$ cat src/light_sensor_regs.vh
// Summary of operation
// RL1 - Every software-visible register is one 16-bit word.
// RL2 - Pointer 00h result, 01h configuration, 02h lower threshold, 03h upper threshold.
// RL3 - Read-only maker code at 7Eh and part code at 7Fh.
// RL4 - Result is read-only and holds the latest completed conversion.
// RL5 - Result exponent sits in bits 15:12, mantissa in bits 11:0.
// RL6 - Mantissa is unsigned straight binary from zero to range full scale.
// RL7 - Exponent codes 0 to 11 select binary-weighted ranges, step 0.01 lux times 2^e.
// RL8 - Exponent mask with manual range below 1100b reports exponent as zero.
// RL9 - A configuration write aborts any running conversion at once.
// RL10 - After a configuration write, start a new conversion if the mode asks for one.
// RL11 - Configuration resets to C810h.
// RL12 - Configuration holds eleven fields; bits 8 to 5 are read-only.
// RL13 - Threshold registers share the result layout and are read-write.
// RL14 - Pointer byte follows the write address byte; data moves high byte first.
// RL15 - The pointer is kept so repeated reads return the same register.
// RL16 - Reading configuration clears the conversion-ready flag right after the read.
`ifndef LIGHT_SENSOR_REGS_VH
`define LIGHT_SENSOR_REGS_VH

// ****************************************
// Register pointers.
// ****************************************
`define PTR_RESULT 8'h00
`define PTR_CONTROL 8'h01
`define PTR_LOWER 8'h02
`define PTR_UPPER 8'h03
`define PTR_MAKER 8'h7e
`define PTR_PART 8'h7f

// ****************************************
// Configuration fields and reset value.
// ****************************************
`define CTL_RESET 16'hc810
`define CTL_RANGE_HI 15
`define CTL_RANGE_LO 12
`define CTL_CTIME 11
`define CTL_MODE_HI 10
`define CTL_MODE_LO 9
`define CTL_OVF 8
`define CTL_CRF 7
`define CTL_FH 6
`define CTL_FL 5
`define CTL_LATCH 4
`define CTL_POL 3
`define CTL_EMASK 2
`define CTL_FC_HI 1
`define CTL_FC_LO 0
`define RANGE_AUTO 4'hc
`define RANGE_MAX 4'hb
`define MODE_OFF 2'h0
`define MODE_SINGLE 2'h1
`define MANT_FULL 12'hfff

// ****************************************
// Timing.
// ****************************************
`define CLK_MHZ 125
`define CONV_SHORT_MS 100
`define CONV_LONG_MS 800
`define CONV_SHORT_CYC (`CONV_SHORT_MS * 1000 * `CLK_MHZ)
`define CONV_LONG_CYC (`CONV_LONG_MS * 1000 * `CLK_MHZ)

`endif

$ cat src/light_sensor_register_bank.v
`timescale 1ns/10ps
`default_nettype none
`include "light_sensor_regs.vh"
module light_sensor_register_bank #(
  parameter [6:0] DEV_ADDR = 7'h44,
  parameter [15:0] MAKER_CODE_BITS = 16'h1234,
  parameter [15:0] PART_CODE_BITS = 16'h5678,
  parameter [26:0] CONV_SHORT_CYC = `CONV_SHORT_CYC,
  parameter [26:0] CONV_LONG_CYC = `CONV_LONG_CYC
) (
  // Clock, reset and enable.
  input wire core_clk,
  input wire sys_rst,
  input wire clkEn,
  // Serial bus pins.
  input wire sclIn,
  input wire sdaIn,
  output wire sdaOut,
  output wire sdaOe,
  // Light front end, in 0.01 lux units.
  input wire [22:0] lightCount,
  // Status.
  output reg converting_reg
);

  // MAKER_CODE_BITS and PART_CODE_BITS defaults are arbitrary values.

  reg sclS1;
  reg sclS2;
  reg sdaS1;
  reg sdaS2;
  reg [22:0] lightS1;
  reg [22:0] lightS2;
  reg [7:0] ptr_reg;
  reg [15:0] rdWord_reg;
  reg [3:0] rangeSel_reg;
  reg convTimeSel_reg;
  reg [1:0] mode_reg;
  reg overflowFlag_reg;
  reg convReadyFlag_reg;
  reg highFlag_reg;
  reg lowFlag_reg;
  reg latch_reg;
  reg polarity_reg;
  reg exponentMask_reg;
  reg [1:0] faultCount_reg;
  reg [15:0] lowerThr_reg;
  reg [15:0] upperThr_reg;
  reg [3:0] resultExp_reg;
  reg [11:0] resultMant_reg;
  reg [26:0] timer_reg;
  wire ptrWr;
  wire [7:0] ptrData;
  wire wrStb;
  wire [15:0] wrData;
  wire rdDone;
  wire [15:0] controlWord;
  wire [26:0] convLimit;
  wire convDone;
  reg [3:0] expNext;
  reg [11:0] mantNext;
  reg ovfNext;
  reg found;
  reg [22:0] shifted;
  reg [3:0] reportExp;
  reg [26:0] resLin;
  reg [26:0] lowLin;
  reg [26:0] upLin;
  integer i;
  localparam [15:0] CTL_INIT = `CTL_RESET;

  assign sdaOut = 1'b0;

  // ****************************************
  // Pin synchronisers.
  // ****************************************
  always @(posedge core_clk or posedge sys_rst) begin
    if (sys_rst) begin
      sclS1 <= 1'b1;
      sclS2 <= 1'b1;
      sdaS1 <= 1'b1;
      sdaS2 <= 1'b1;
      lightS1 <= 23'h000000;
      lightS2 <= 23'h000000;
    end else if (clkEn) begin
      sclS1 <= sclIn;
      sclS2 <= sclS1;
      sdaS1 <= sdaIn;
      sdaS2 <= sdaS1;
      lightS1 <= lightCount;
      lightS2 <= lightS1;
    end
  end

  serial_reg_port #(
    .DEV_ADDR(DEV_ADDR)
  ) u_port (
    .core_clk(core_clk),
    .sys_rst(sys_rst),
    .clkEn(clkEn),
    .sclSync(sclS2),
    .sdaSync(sdaS2),
    .sdaOe(sdaOe),
    .rdWord(rdWord_reg),
    .ptrWr(ptrWr),
    .ptrData(ptrData),
    .wrStb(wrStb),
    .wrData(wrData),
    .rdDone(rdDone)
  );

  // ****************************************
  // Range selection and result coding.
  // ****************************************
  always @* begin
    expNext = `RANGE_MAX;
    mantNext = `MANT_FULL;
    ovfNext = 1'b1;
    found = 1'b0;
    shifted = 23'h000000;
    if (rangeSel_reg >= `RANGE_AUTO) begin
      for (i = 0; i <= 11; i = i + 1) begin
        shifted = lightS2 >> i;
        if (!found && shifted <= {11'h000, `MANT_FULL}) begin
          found = 1'b1;
          expNext = i[3:0]; // RL7
          mantNext = shifted[11:0]; // RL6
          ovfNext = 1'b0;
        end
      end
    end else begin
      shifted = lightS2 >> rangeSel_reg;
      expNext = rangeSel_reg; // RL7
      if (shifted <= {11'h000, `MANT_FULL}) begin
        mantNext = shifted[11:0]; // RL6
        ovfNext = 1'b0;
      end
    end
    if (exponentMask_reg && rangeSel_reg < `RANGE_AUTO) begin
      reportExp = 4'h0; // RL8
    end else begin
      reportExp = expNext;
    end
    resLin = {15'h0000, mantNext} << expNext;
    lowLin = {15'h0000, lowerThr_reg[11:0]} << lowerThr_reg[15:12];
    upLin = {15'h0000, upperThr_reg[11:0]} << upperThr_reg[15:12];
  end

  assign convLimit = convTimeSel_reg ? CONV_LONG_CYC : CONV_SHORT_CYC;
  assign convDone = converting_reg && (timer_reg == convLimit - 27'd1);

  assign controlWord = {rangeSel_reg, convTimeSel_reg, mode_reg, overflowFlag_reg, convReadyFlag_reg, // RL12
                        highFlag_reg, lowFlag_reg, latch_reg, polarity_reg, exponentMask_reg, faultCount_reg};

  // ****************************************
  // Registers and conversion sequencing.
  // ****************************************
  always @(posedge core_clk or posedge sys_rst) begin
    if (sys_rst) begin
      ptr_reg <= `PTR_RESULT;
      rdWord_reg <= 16'h0000;
      rangeSel_reg <= CTL_INIT[`CTL_RANGE_HI:`CTL_RANGE_LO]; // RL11
      convTimeSel_reg <= CTL_INIT[`CTL_CTIME];
      mode_reg <= CTL_INIT[`CTL_MODE_HI:`CTL_MODE_LO];
      overflowFlag_reg <= 1'b0;
      convReadyFlag_reg <= 1'b0;
      highFlag_reg <= 1'b0;
      lowFlag_reg <= 1'b0;
      latch_reg <= CTL_INIT[`CTL_LATCH];
      polarity_reg <= 1'b0;
      exponentMask_reg <= 1'b0;
      faultCount_reg <= 2'h0;
      lowerThr_reg <= 16'h0000;
      upperThr_reg <= 16'hffff;
      resultExp_reg <= 4'h0;
      resultMant_reg <= 12'h000;
      timer_reg <= 27'd0;
      converting_reg <= 1'b0;
    end else if (clkEn) begin
      if (ptrWr) begin
        ptr_reg <= ptrData; // RL15
      end
      if (wrStb && ptr_reg == `PTR_CONTROL) begin
        rangeSel_reg <= wrData[`CTL_RANGE_HI:`CTL_RANGE_LO];
        convTimeSel_reg <= wrData[`CTL_CTIME];
        mode_reg <= wrData[`CTL_MODE_HI:`CTL_MODE_LO];
        latch_reg <= wrData[`CTL_LATCH];
        polarity_reg <= wrData[`CTL_POL];
        exponentMask_reg <= wrData[`CTL_EMASK];
        faultCount_reg <= wrData[`CTL_FC_HI:`CTL_FC_LO];
        timer_reg <= 27'd0; // RL9
        converting_reg <= (wrData[`CTL_MODE_HI:`CTL_MODE_LO] != `MODE_OFF); // RL10
      end else if (convDone) begin
        resultExp_reg <= reportExp; // RL4
        resultMant_reg <= mantNext;
        overflowFlag_reg <= ovfNext;
        timer_reg <= 27'd0;
        if (mode_reg == `MODE_SINGLE) begin
          mode_reg <= `MODE_OFF;
          converting_reg <= 1'b0;
        end
      end else if (converting_reg) begin
        timer_reg <= timer_reg + 27'd1;
      end
      if (wrStb && ptr_reg == `PTR_LOWER) begin
        lowerThr_reg <= wrData; // RL13
      end
      if (wrStb && ptr_reg == `PTR_UPPER) begin
        upperThr_reg <= wrData; // RL13
      end
      if (convDone) begin
        convReadyFlag_reg <= 1'b1;
      end else if (rdDone && ptr_reg == `PTR_CONTROL) begin
        convReadyFlag_reg <= 1'b0; // RL16
      end
      if (convDone && !latch_reg) begin
        highFlag_reg <= resLin > upLin;
        lowFlag_reg <= resLin < lowLin;
      end else if (convDone) begin
        highFlag_reg <= highFlag_reg | (resLin > upLin);
        lowFlag_reg <= lowFlag_reg | (resLin < lowLin);
      end else if (rdDone && ptr_reg == `PTR_CONTROL && latch_reg) begin
        highFlag_reg <= 1'b0;
        lowFlag_reg <= 1'b0;
      end
      case (ptr_reg)
        `PTR_RESULT: rdWord_reg <= {resultExp_reg, resultMant_reg}; // RL5
        `PTR_CONTROL: rdWord_reg <= controlWord; // RL2
        `PTR_LOWER: rdWord_reg <= lowerThr_reg;
        `PTR_UPPER: rdWord_reg <= upperThr_reg;
        `PTR_MAKER: rdWord_reg <= MAKER_CODE_BITS; // RL3
        `PTR_PART: rdWord_reg <= PART_CODE_BITS; // RL3
        default: rdWord_reg <= 16'h0000; // RL1
      endcase
    end
  end

endmodule // light_sensor_register_bank
`default_nettype wire

$ cat src/serial_reg_port.v
`timescale 1ns/10ps
`default_nettype none
module serial_reg_port #(
  parameter [6:0] DEV_ADDR = 7'h44
) (
  // Clock and reset.
  input wire core_clk,
  input wire sys_rst,
  input wire clkEn,
  // Bus pins, already synchronised.
  input wire sclSync,
  input wire sdaSync,
  output reg sdaOe,
  // Register side.
  input wire [15:0] rdWord,
  output reg ptrWr,
  output reg [7:0] ptrData,
  output reg wrStb,
  output reg [15:0] wrData,
  output reg rdDone
);

  localparam [2:0] ST_IDLE = 3'd0;
  localparam [2:0] ST_ADDR = 3'd1;
  localparam [2:0] ST_ACK = 3'd2;
  localparam [2:0] ST_RX = 3'd3;
  localparam [2:0] ST_TX = 3'd4;
  localparam [2:0] ST_TACK = 3'd5;
  localparam [2:0] ST_TXGO = 3'd6;

  reg sclDly;
  reg sdaDly;
  reg [2:0] st;
  reg [3:0] bitCnt;
  reg [7:0] shReg;
  reg [7:0] msbHold;
  reg [15:0] txWord;
  reg [1:0] byteCnt;
  reg rw;
  wire sclRise = sclSync & ~sclDly;
  wire sclFall = ~sclSync & sclDly;
  wire startCond = sclSync & sclDly & sdaDly & ~sdaSync;
  wire stopCond = sclSync & sclDly & ~sdaDly & sdaSync;

  // ****************************************
  // Byte engine.
  // ****************************************
  always @(posedge core_clk or posedge sys_rst) begin
    if (sys_rst) begin
      sclDly <= 1'b1;
      sdaDly <= 1'b1;
      st <= ST_IDLE;
      bitCnt <= 4'h0;
      shReg <= 8'h00;
      msbHold <= 8'h00;
      txWord <= 16'h0000;
      byteCnt <= 2'h0;
      rw <= 1'b0;
      sdaOe <= 1'b0;
      ptrWr <= 1'b0;
      ptrData <= 8'h00;
      wrStb <= 1'b0;
      wrData <= 16'h0000;
      rdDone <= 1'b0;
    end else if (clkEn) begin
      sclDly <= sclSync;
      sdaDly <= sdaSync;
      ptrWr <= 1'b0;
      wrStb <= 1'b0;
      rdDone <= 1'b0;
      if (startCond) begin
        st <= ST_ADDR;
        bitCnt <= 4'h0;
        byteCnt <= 2'h0;
        sdaOe <= 1'b0;
      end else if (stopCond) begin
        st <= ST_IDLE;
        sdaOe <= 1'b0;
      end else begin
        case (st)
          ST_ADDR, ST_RX: begin
            if (sclRise && bitCnt != 4'h8) begin
              shReg <= {shReg[6:0], sdaSync};
              bitCnt <= bitCnt + 4'h1;
            end else if (sclFall && bitCnt == 4'h8) begin
              bitCnt <= 4'h0;
              if (st == ST_ADDR) begin
                if (shReg[7:1] == DEV_ADDR) begin
                  sdaOe <= 1'b1;
                  rw <= shReg[0];
                  txWord <= rdWord;
                  st <= ST_ACK;
                end else begin
                  st <= ST_IDLE;
                end
              end else begin
                sdaOe <= 1'b1;
                st <= ST_ACK;
                if (byteCnt == 2'h0) begin
                  ptrWr <= 1'b1; // RL14
                  ptrData <= shReg;
                end else if (byteCnt == 2'h1) begin
                  msbHold <= shReg; // RL14
                end else begin
                  wrStb <= 1'b1;
                  wrData <= {msbHold, shReg};
                end
                byteCnt <= (byteCnt == 2'h2) ? 2'h1 : byteCnt + 2'h1;
              end
            end
          end
          ST_ACK, ST_TXGO: begin
            if (sclFall) begin
              if (rw) begin
                sdaOe <= ~txWord[15]; // RL14
                txWord <= {txWord[14:0], 1'b0};
                bitCnt <= 4'h1;
                st <= ST_TX;
              end else begin
                sdaOe <= 1'b0;
                st <= ST_RX;
              end
            end
          end
          ST_TX: begin
            if (sclFall) begin
              if (bitCnt == 4'h8) begin
                sdaOe <= 1'b0;
                st <= ST_TACK;
              end else begin
                sdaOe <= ~txWord[15];
                txWord <= {txWord[14:0], 1'b0};
                bitCnt <= bitCnt + 4'h1;
              end
            end
          end
          ST_TACK: begin
            if (sclRise) begin
              byteCnt <= {1'b0, ~byteCnt[0]};
              if (byteCnt[0]) begin
                rdDone <= 1'b1;
                txWord <= rdWord;
              end
              st <= sdaSync ? ST_IDLE : ST_TXGO;
            end
          end
          default: begin
            st <= ST_IDLE;
          end
        endcase
      end
    end
  end

endmodule // serial_reg_port
`default_nettype wire

$ cat config.mk
export PLATFORM = sky130hd
export DESIGN_NAME = light_sensor_register_bank
export DESIGN_NICKNAME = d
export VERILOG_FILES = /design/src/light_sensor_register_bank.v /design/src/serial_reg_port.v
export VERILOG_INCLUDE_DIRS = /design/src
export SDC_FILE = /design/constraint.sdc
export NUM_CORES = 1
export LEC_CHECK = 0
export BUFFER_PORTS_ARGS = -buffer_cell sky130_fd_sc_hd__buf_2
export CAP_MARGIN = 20
export CORE_ASPECT_RATIO = 1.4
export CORE_MARGIN = 2
export CORE_UTILIZATION = 35
export DETAILED_ROUTE_END_ITERATION = 10
export SYNTH_ARGS = -nofsm -noshare
export SYNTH_HDL_FRONTEND = slang
export SYNTH_SLANG_ARGS = --single-unit
$ cat constraint.sdc
create_clock -name core_clk -period 10.9 [get_ports core_clk]
set_clock_uncertainty 0.15 [all_clocks]
set_input_delay 2.18 -clock core_clk [delete_from_list [all_inputs] [get_ports core_clk]]
set_output_delay 2.18 -clock core_clk [all_outputs]
set_load 0.005 [all_outputs]
; Word level (Yosys, flattened, before mapping)
; Cells that the tools add are included.
[word_totals]
regBits = 238
out_inout_bits = 3
romBits = 0
inputBits = 28
latch_bits = 0
mem_bits_rw = 0
n_memories = 0
[op_classes]
div = 0
magnitude_cmp = 17
n_shift = 4
mux = 154
bitwise = 22
n_reduce_logical = 66
addsub = 4
eq_ne = 45
mul = 0
[ops]
columns = cell, count
row1 = 2-to-1 mux 12 bit, 14
row2 = 2-to-1 mux 16 bit, 10
row3 = 2-to-1 mux 27 bit, 4
row4 = case mux 16 bit (6 select lines), 1
row5 = 2-to-1 mux 4 bit, 22
row6 = << shifter 12 x 4 -> 27 bit, 3
row7 = 2-to-1 mux 1 bit, 76
row8 = case mux 16 bit (4 select lines), 1
row9 = "<= comparator 23 x 12 -> 1 bit, second input constant", 2
row10 = 2-to-1 mux 3 bit, 10
row11 = "adder 27 x 1 -> 27 bit, second input constant", 1
row12 = == test 27 bit, 1
row13 = > comparator 27 bit, 1
row14 = < comparator 27 bit, 1
row15 = "subtractor 27 x 1 -> 27 bit, second input constant", 1
row16 = 2-to-1 mux 2 bit, 12
row17 = "!= test 4 x 1 -> 1 bit, second input constant", 6
row18 = AND reduction 8 bit, 3
row19 = >> shifter 23 x 4 -> 23 bit, 1
row20 = "<= comparator 22 x 12 -> 1 bit, second input constant", 1
row21 = "<= comparator 21 x 12 -> 1 bit, second input constant", 1
row22 = logical AND 1 bit, 21
row23 = AND reduction 7 bit, 3
row24 = "<= comparator 20 x 12 -> 1 bit, second input constant", 1
row25 = other kinds (49), 115

; Logic depth before layout (Yosys ltp)
[logic_depth]
ltp_word = 52
ltp_mapped = 25

; By module
; From an unflattened synthesis, not the netlist that was laid out.
[hier_totals]
hier_cells = 1663
hier_area_um2 = 16330.7
[modules_own_cells]
columns = module, area_each_um2, cells_per_inst, instances, seq_area_each_um2
row1 = light_sensor_register_bank, 12744.7, 1390, 1, 4184.0
row2 = serial_reg_port, 3585.9, 273, 1, 1804.2

; Least setup slack after synthesis
; Ideal clock, no wire load.
[synth_timing]
kind = register -> register
startpoint = reg lightS2[20]
endpoint = reg lowFlag_reg
setup_time_ns = 0.074
path_slack_ns = 6.047
stages_incl_launch_ff = 21
arrival_ns = 4.629
t_required_ns = 10.676
path_cell_list = dfrtp_1 clkbuf_1 or4_1 clkbuf_1 or3_1 a32oi_4 buf_2 mux2_2 a21oi_1 o2bb2ai_1 ha_1 a21o_1 a21o_1 a21o_1 a21o_1 a21oi_1 o211ai_1 o211ai_1 nand2_1 or3b_2 o21ai_2
[synth_between]
elab_chain_len = 52
[synth_lines]
columns = item, line_no
row1 = from (decl), light_sensor_register_bank.v:33  ; reg [22:0] lightS2;
row2 = from (signal assigned), light_sensor_register_bank.v:91  ; lightS2 <= lightS1;
row3 = <= comparator 23 x 12 -> 1 bit, light_sensor_register_bank.v:124  ; if (!found && shifted <= {11'h000, `MANT_FULL}) begin
row4 = 2-to-1 mux 1 bit, light_sensor_register_bank.v:124
row5 = 2-to-1 mux 1 bit, light_sensor_register_bank.v:121  ; if (rangeSel_reg >= `RANGE_AUTO) begin
row6 = zero test 1 bit, light_sensor_register_bank.v:124
row7 = logical AND 1 bit, light_sensor_register_bank.v:124
row8 = 2-to-1 mux 1 bit, light_sensor_register_bank.v:124
row9 = 2-to-1 mux 1 bit, light_sensor_register_bank.v:121
row10 = zero test 1 bit, light_sensor_register_bank.v:124
row11 = (+36 left out), n/a
row12 = logical AND 1 bit, light_sensor_register_bank.v:124
row13 = 2-to-1 mux 12 bit or 2-to-1 mux 4 bit (tied branches), light_sensor_register_bank.v:124
row14 = 2-to-1 mux 12 bit or 2-to-1 mux 4 bit (tied branches), light_sensor_register_bank.v:121
row15 = << shifter 12 x 4 -> 27 bit *, light_sensor_register_bank.v:144  ; resLin = {15'h0000, mantNext} << expNext;
row16 = < comparator 27 bit *, "light_sensor_register_bank.v:218, light_sensor_register_bank.v:221"
row17 = OR 1 bit, light_sensor_register_bank.v:221  ; lowFlag_reg <= lowFlag_reg | (resLin < lowLin);
row18 = 2-to-1 mux 1 bit, light_sensor_register_bank.v:219  ; end else if (convDone) begin
row19 = 2-to-1 mux 1 bit *, light_sensor_register_bank.v:216  ; if (convDone && !latch_reg) begin
row20 = to (signal assigned), light_sensor_register_bank.v:218  ; lowFlag_reg <= resLin < lowLin;
row21 = to (signal assigned), light_sensor_register_bank.v:221
row22 = to (decl), light_sensor_register_bank.v:42  ; reg lowFlag_reg;
; Every way passes the cells marked *; elsewhere a longest branch is shown, timed or not. The select of a mux whose other input is x is not followed.
; A chain may end at the register's enable or synchronous reset.

; Worst setup path after layout
[layout_timing]
startpoint = reg rangeSel_reg[1]
endpoint = reg lowFlag_reg
[layout_between]
elab_chain_len = 9
[layout_lines]
columns = item, line_no
row1 = from (decl), light_sensor_register_bank.v:36  ; reg [3:0] rangeSel_reg;
row2 = from (signal assigned), light_sensor_register_bank.v:162  ; rangeSel_reg <= CTL_INIT[`CTL_RANGE_HI:`CTL_RANGE_LO];
row3 = from (signal assigned), light_sensor_register_bank.v:184  ; rangeSel_reg <= wrData[`CTL_RANGE_HI:`CTL_RANGE_LO];
row4 = >> shifter 23 x 4 -> 23 bit, light_sensor_register_bank.v:132  ; shifted = lightS2 >> rangeSel_reg;
row5 = <= comparator 23 x 12 -> 1 bit, light_sensor_register_bank.v:134  ; if (shifted <= {11'h000, `MANT_FULL}) begin
row6 = 2-to-1 mux 12 bit, light_sensor_register_bank.v:134
row7 = 2-to-1 mux 12 bit, light_sensor_register_bank.v:121
row8 = << shifter 12 x 4 -> 27 bit *, light_sensor_register_bank.v:144
row9 = < comparator 27 bit *, "light_sensor_register_bank.v:218, light_sensor_register_bank.v:221"
row10 = OR 1 bit, light_sensor_register_bank.v:221
row11 = 2-to-1 mux 1 bit, light_sensor_register_bank.v:219
row12 = 2-to-1 mux 1 bit *, light_sensor_register_bank.v:216
; Every way passes the cells marked *; elsewhere a longest branch is shown, timed or not.

==> metrics.cfg <==
[logic_synthesis]
yosys-top-cells-area=dfrtp_1, mux2_2, mux2i_1
synth_common_cells=dfrtp_1, nand2_1, mux2_2
synth_top_cell_by_area=dfrtp_1
synth_top_area_share_pct=33.13
netlist_area_um2=16020
synth_flop_cell=dfrtp_1
synth_enable_flop_cells=0
synth-seq-cells=238
syn_inst=1681
synth.distinct_cells=86
synth_area_per_cell_um2=9.527
ys_warn_count=0
yosysSeqAreaShare_pct=37.39
synthMostInstantiatedCell=dfrtp_1
async_flop_share_pct=100.0

[critical_path]
path_max_fanout=18
critPathCaptureType=flip-flop
r2r_cells=21
crit_top_cell=a21o_1
reg2reg_from=rangeSel_reg[1]$_DFFE_PP0P_
crit_arrival_ns=6.37
cp_top_family=compound AO/OA/AOI/OAI gates
cp_num_buf_inv=1
worst-setup-path-type=reg -> reg
critPathRequiredTime_ns=11.23
timing.rr.end=lowFlag_reg$_DFFE_PP0P_
start_kind=flip-flop
slowest_delay_ns=0.67
worst-r2r-setup-slack_ns=4.86
crit_slowest_cell=dfrtp_1
crit_chain=buf_4, mux4_2, o41a_1, nor3_2, a211o_1, nor2_1, a31oi_1, o22ai_1, o21ai_0, o2bb2ai_1, ha_1, a21o_1, a21o_1, a21o_1, a21o_1, a21oi_1, o211ai_1, o211ai_1, nand2_1, or3b_2, o21ai_2

[detailed_routing]
dr.pass1.iters=5
final_antenna_net_count=0
wl_um=46260
drtIter0Drc=995
drt-vias-per-instance=5.698
via_count=12950
drc=0
route.detailed.wl_per_inst_um=20.35

[sta]
fmax_mhz=165.6
slew_headroom_pct=31.21
hold_viol_final=0
finalSetupTns_ns=0
drv_slew=0
setup_viol=0
min_period_ns=6.040
fin_crit_sh_pct=55.41
grt_setup_unrepaired=no
worst_hold_slack_ns=0.3274
tightest_slew_ns=1.032
fin_ws_ns=4.860

[job]
maxCapViolations=0

[placed_design]
place_congestion=0.9488
io_buffers=29
hpwl_um=33500
dp_cells=2227
post-place-ws_ns=4.935

[power]
pwr_density_cell_nw_per_um2=126.6
ir_drop_v=0.0001618
leakagePower_nw=7.313

[clock_network]
htree_levels=1
path_clk_slew_ns=0.07
cts_resized=0
numCtsBuffers=25
clk_latency_ns=0.54
cts_setup_buffers=0
cts_sinks=238
cts_hold_repair.buffers=0
clk_path_buf_depth=3
cts_tree=yes
root_buffer=clkbuf_16

[grt]
grt_pass1_wl_um=74140
antenna_found_initial=0
grt_max_degree=94
grt_pass1_vias=13090
grt.overflow.total=0
grtUsageTotal_pct=19.64

[hold_path]
min_path_cells=2
hold_start=u_port.txWord[12]$_DFFE_PP0P_
hold_class=reg -> reg
holdPathEnd=u_port.txWord[12]$_DFFE_PP0P_

[layout]
final_layout_size_suffix_gt1_share_pct=20.76
antenna_cells=0
nets=1727
largest_reg_flops=27
syn2layout_area_growth_pct=8.930
fin_cells=2273
n_fill_cell=4567

[status]
status=complete, no violations

[die]
core-area_um2=45120
dieWidth_um=184.8
dieArea_um2=47510
start_util_pct=35.49
die_h_um=257.1
ioPinCount=31
fp-row-count=92

per-layer routing:
metal | up-vias | share of wire, % | track usage [%]
met1 | 6358 | 39 | 22.97
met3 | 129 | 4.0 | 2.010
li1 | 6096 | - | -
met5 | - | 0 | 0
met4 | 0 | 5.9 | 10.78
met2 | 368 | 51 | 34.87
worst min-delay path, stage by stage (launching register included):
cell and delay, ns:
dfrtp_1 0.34, nand2_1 0.04, o21ai_0 0.06
cells in the final DEF (no fill, tap or decap), types with 13 or more instances in the layout:
cell type | netlist | layout
a22oi_1 | 30 | 30
o211ai_1 | 14 | 14
xor2_1 | 16 | 16
inv_1 | 31 | 30
clkbuf_16 | 0 | 25
nand2_1 | 183 | 183
and3_1 | 15 | 15
nand2b_1 | 18 | 18
dfstp_2 | 26 | 26
or2_2 | 15 | 15
buf_2 | 17 | 28
a211oi_1 | 13 | 13
mux2_2 | 168 | 168
o2bb2ai_1 | 13 | 13
a21oi_1 | 78 | 78
buf_4 | 4 | 23
nor3b_1 | 16 | 16
dfrtp_1 | 212 | 212
nor3_1 | 20 | 19
nand4_1 | 17 | 17
o22ai_1 | 20 | 20
mux2i_1 | 77 | 77
nor2_1 | 106 | 106
mux4_2 | 26 | 26
ha_1 | 55 | 55
a21o_1 | 31 | 31
o21ai_0 | 135 | 134
nor2b_1 | 29 | 29
nand3_1 | 41 | 41
power by group:
part / switching (mW) / internal (mW) / total [mW] / leakage [nW]
Combinational: 0.209 / 0.147 / 0.355 / 3.82
Sequential: 0.0947 / 0.930 / 1.02 / 3.10
Clock: 0.352 / 0.477 / 0.829 / 0.388
final cells by class:
| cell class | instances | area, µm² | area share [%] |
|---|---|---|---|
| clock buffer | 38 | 714.4 | 4.095 |
| clock inverter | 7 | 73.82 | 0.4232 |
| inverter | 33 | 131.4 | 0.7531 |
| multi-input combinational | 1294 | 9433 | 54.07 |
| sequential | 238 | 5988 | 34.33 |
| tap | 611 | 764.5 | 4.382 |
| timing repair buffer | 52 | 340.3 | 1.951 |
through the flow:
| stage | util (%) | total power, mW | instance area (µm²) |
|---|---|---|---|
| 3_3_place_gp | 36.85 | 1.391 | 16630 |
| 6_report | 38.66 | 2.208 | 17450 |
| 3_5_place_dp | 36.85 | 1.392 | 16630 |
| 2_1_floorplan | - | 1.275 | 16050 |
| 5_1_grt | 38.66 | 2.313 | 17450 |
| 4_1_cts | 38.60 | 2.230 | 17420 |
logic make-up (layout without fill, tap and decap cells):
| group | Yosys count | in the layout | synth area share [%] |
|---|---|---|---|
| XOR/XNOR | 20 | 20 | 1.094 |
| flip-flops | 238 | 238 | 37.39 |
| adder cells (fa/ha/maj) | 56 | 56 | 4.367 |
| AND/OR/NAND/NOR | 512 | 512 | 15.63 |
| buffers and inverters | 157 | 130 | 3.953 |
| other | 1 | 9 | 0.02342 |
| AO/OA/AOI/OAI | 425 | 425 | 17.17 |
| multiplexers | 272 | 272 | 20.37 |
how the worst max path moves through the flow:
stage,start,to,cells after the start
after floorplan,sys_rst,convReadyFlag_reg$_DFFE_PP0P_,1
after global placement,rangeSel_reg[1]$_DFFE_PP0P_,lowFlag_reg$_DFFE_PP0P_,21
after detailed placement,rangeSel_reg[1]$_DFFE_PP0P_,lowFlag_reg$_DFFE_PP0P_,21
after CTS,rangeSel_reg[1]$_DFFE_PP0P_,lowFlag_reg$_DFFE_PP0P_,21
after global routing,rangeSel_reg[1]$_DFFE_PP0P_,lowFlag_reg$_DFFE_PP0P_,21
final,rangeSel_reg[1]$_DFFE_PP0P_,lowFlag_reg$_DFFE_PP0P_,21
(Power assumes the default switching activity.)
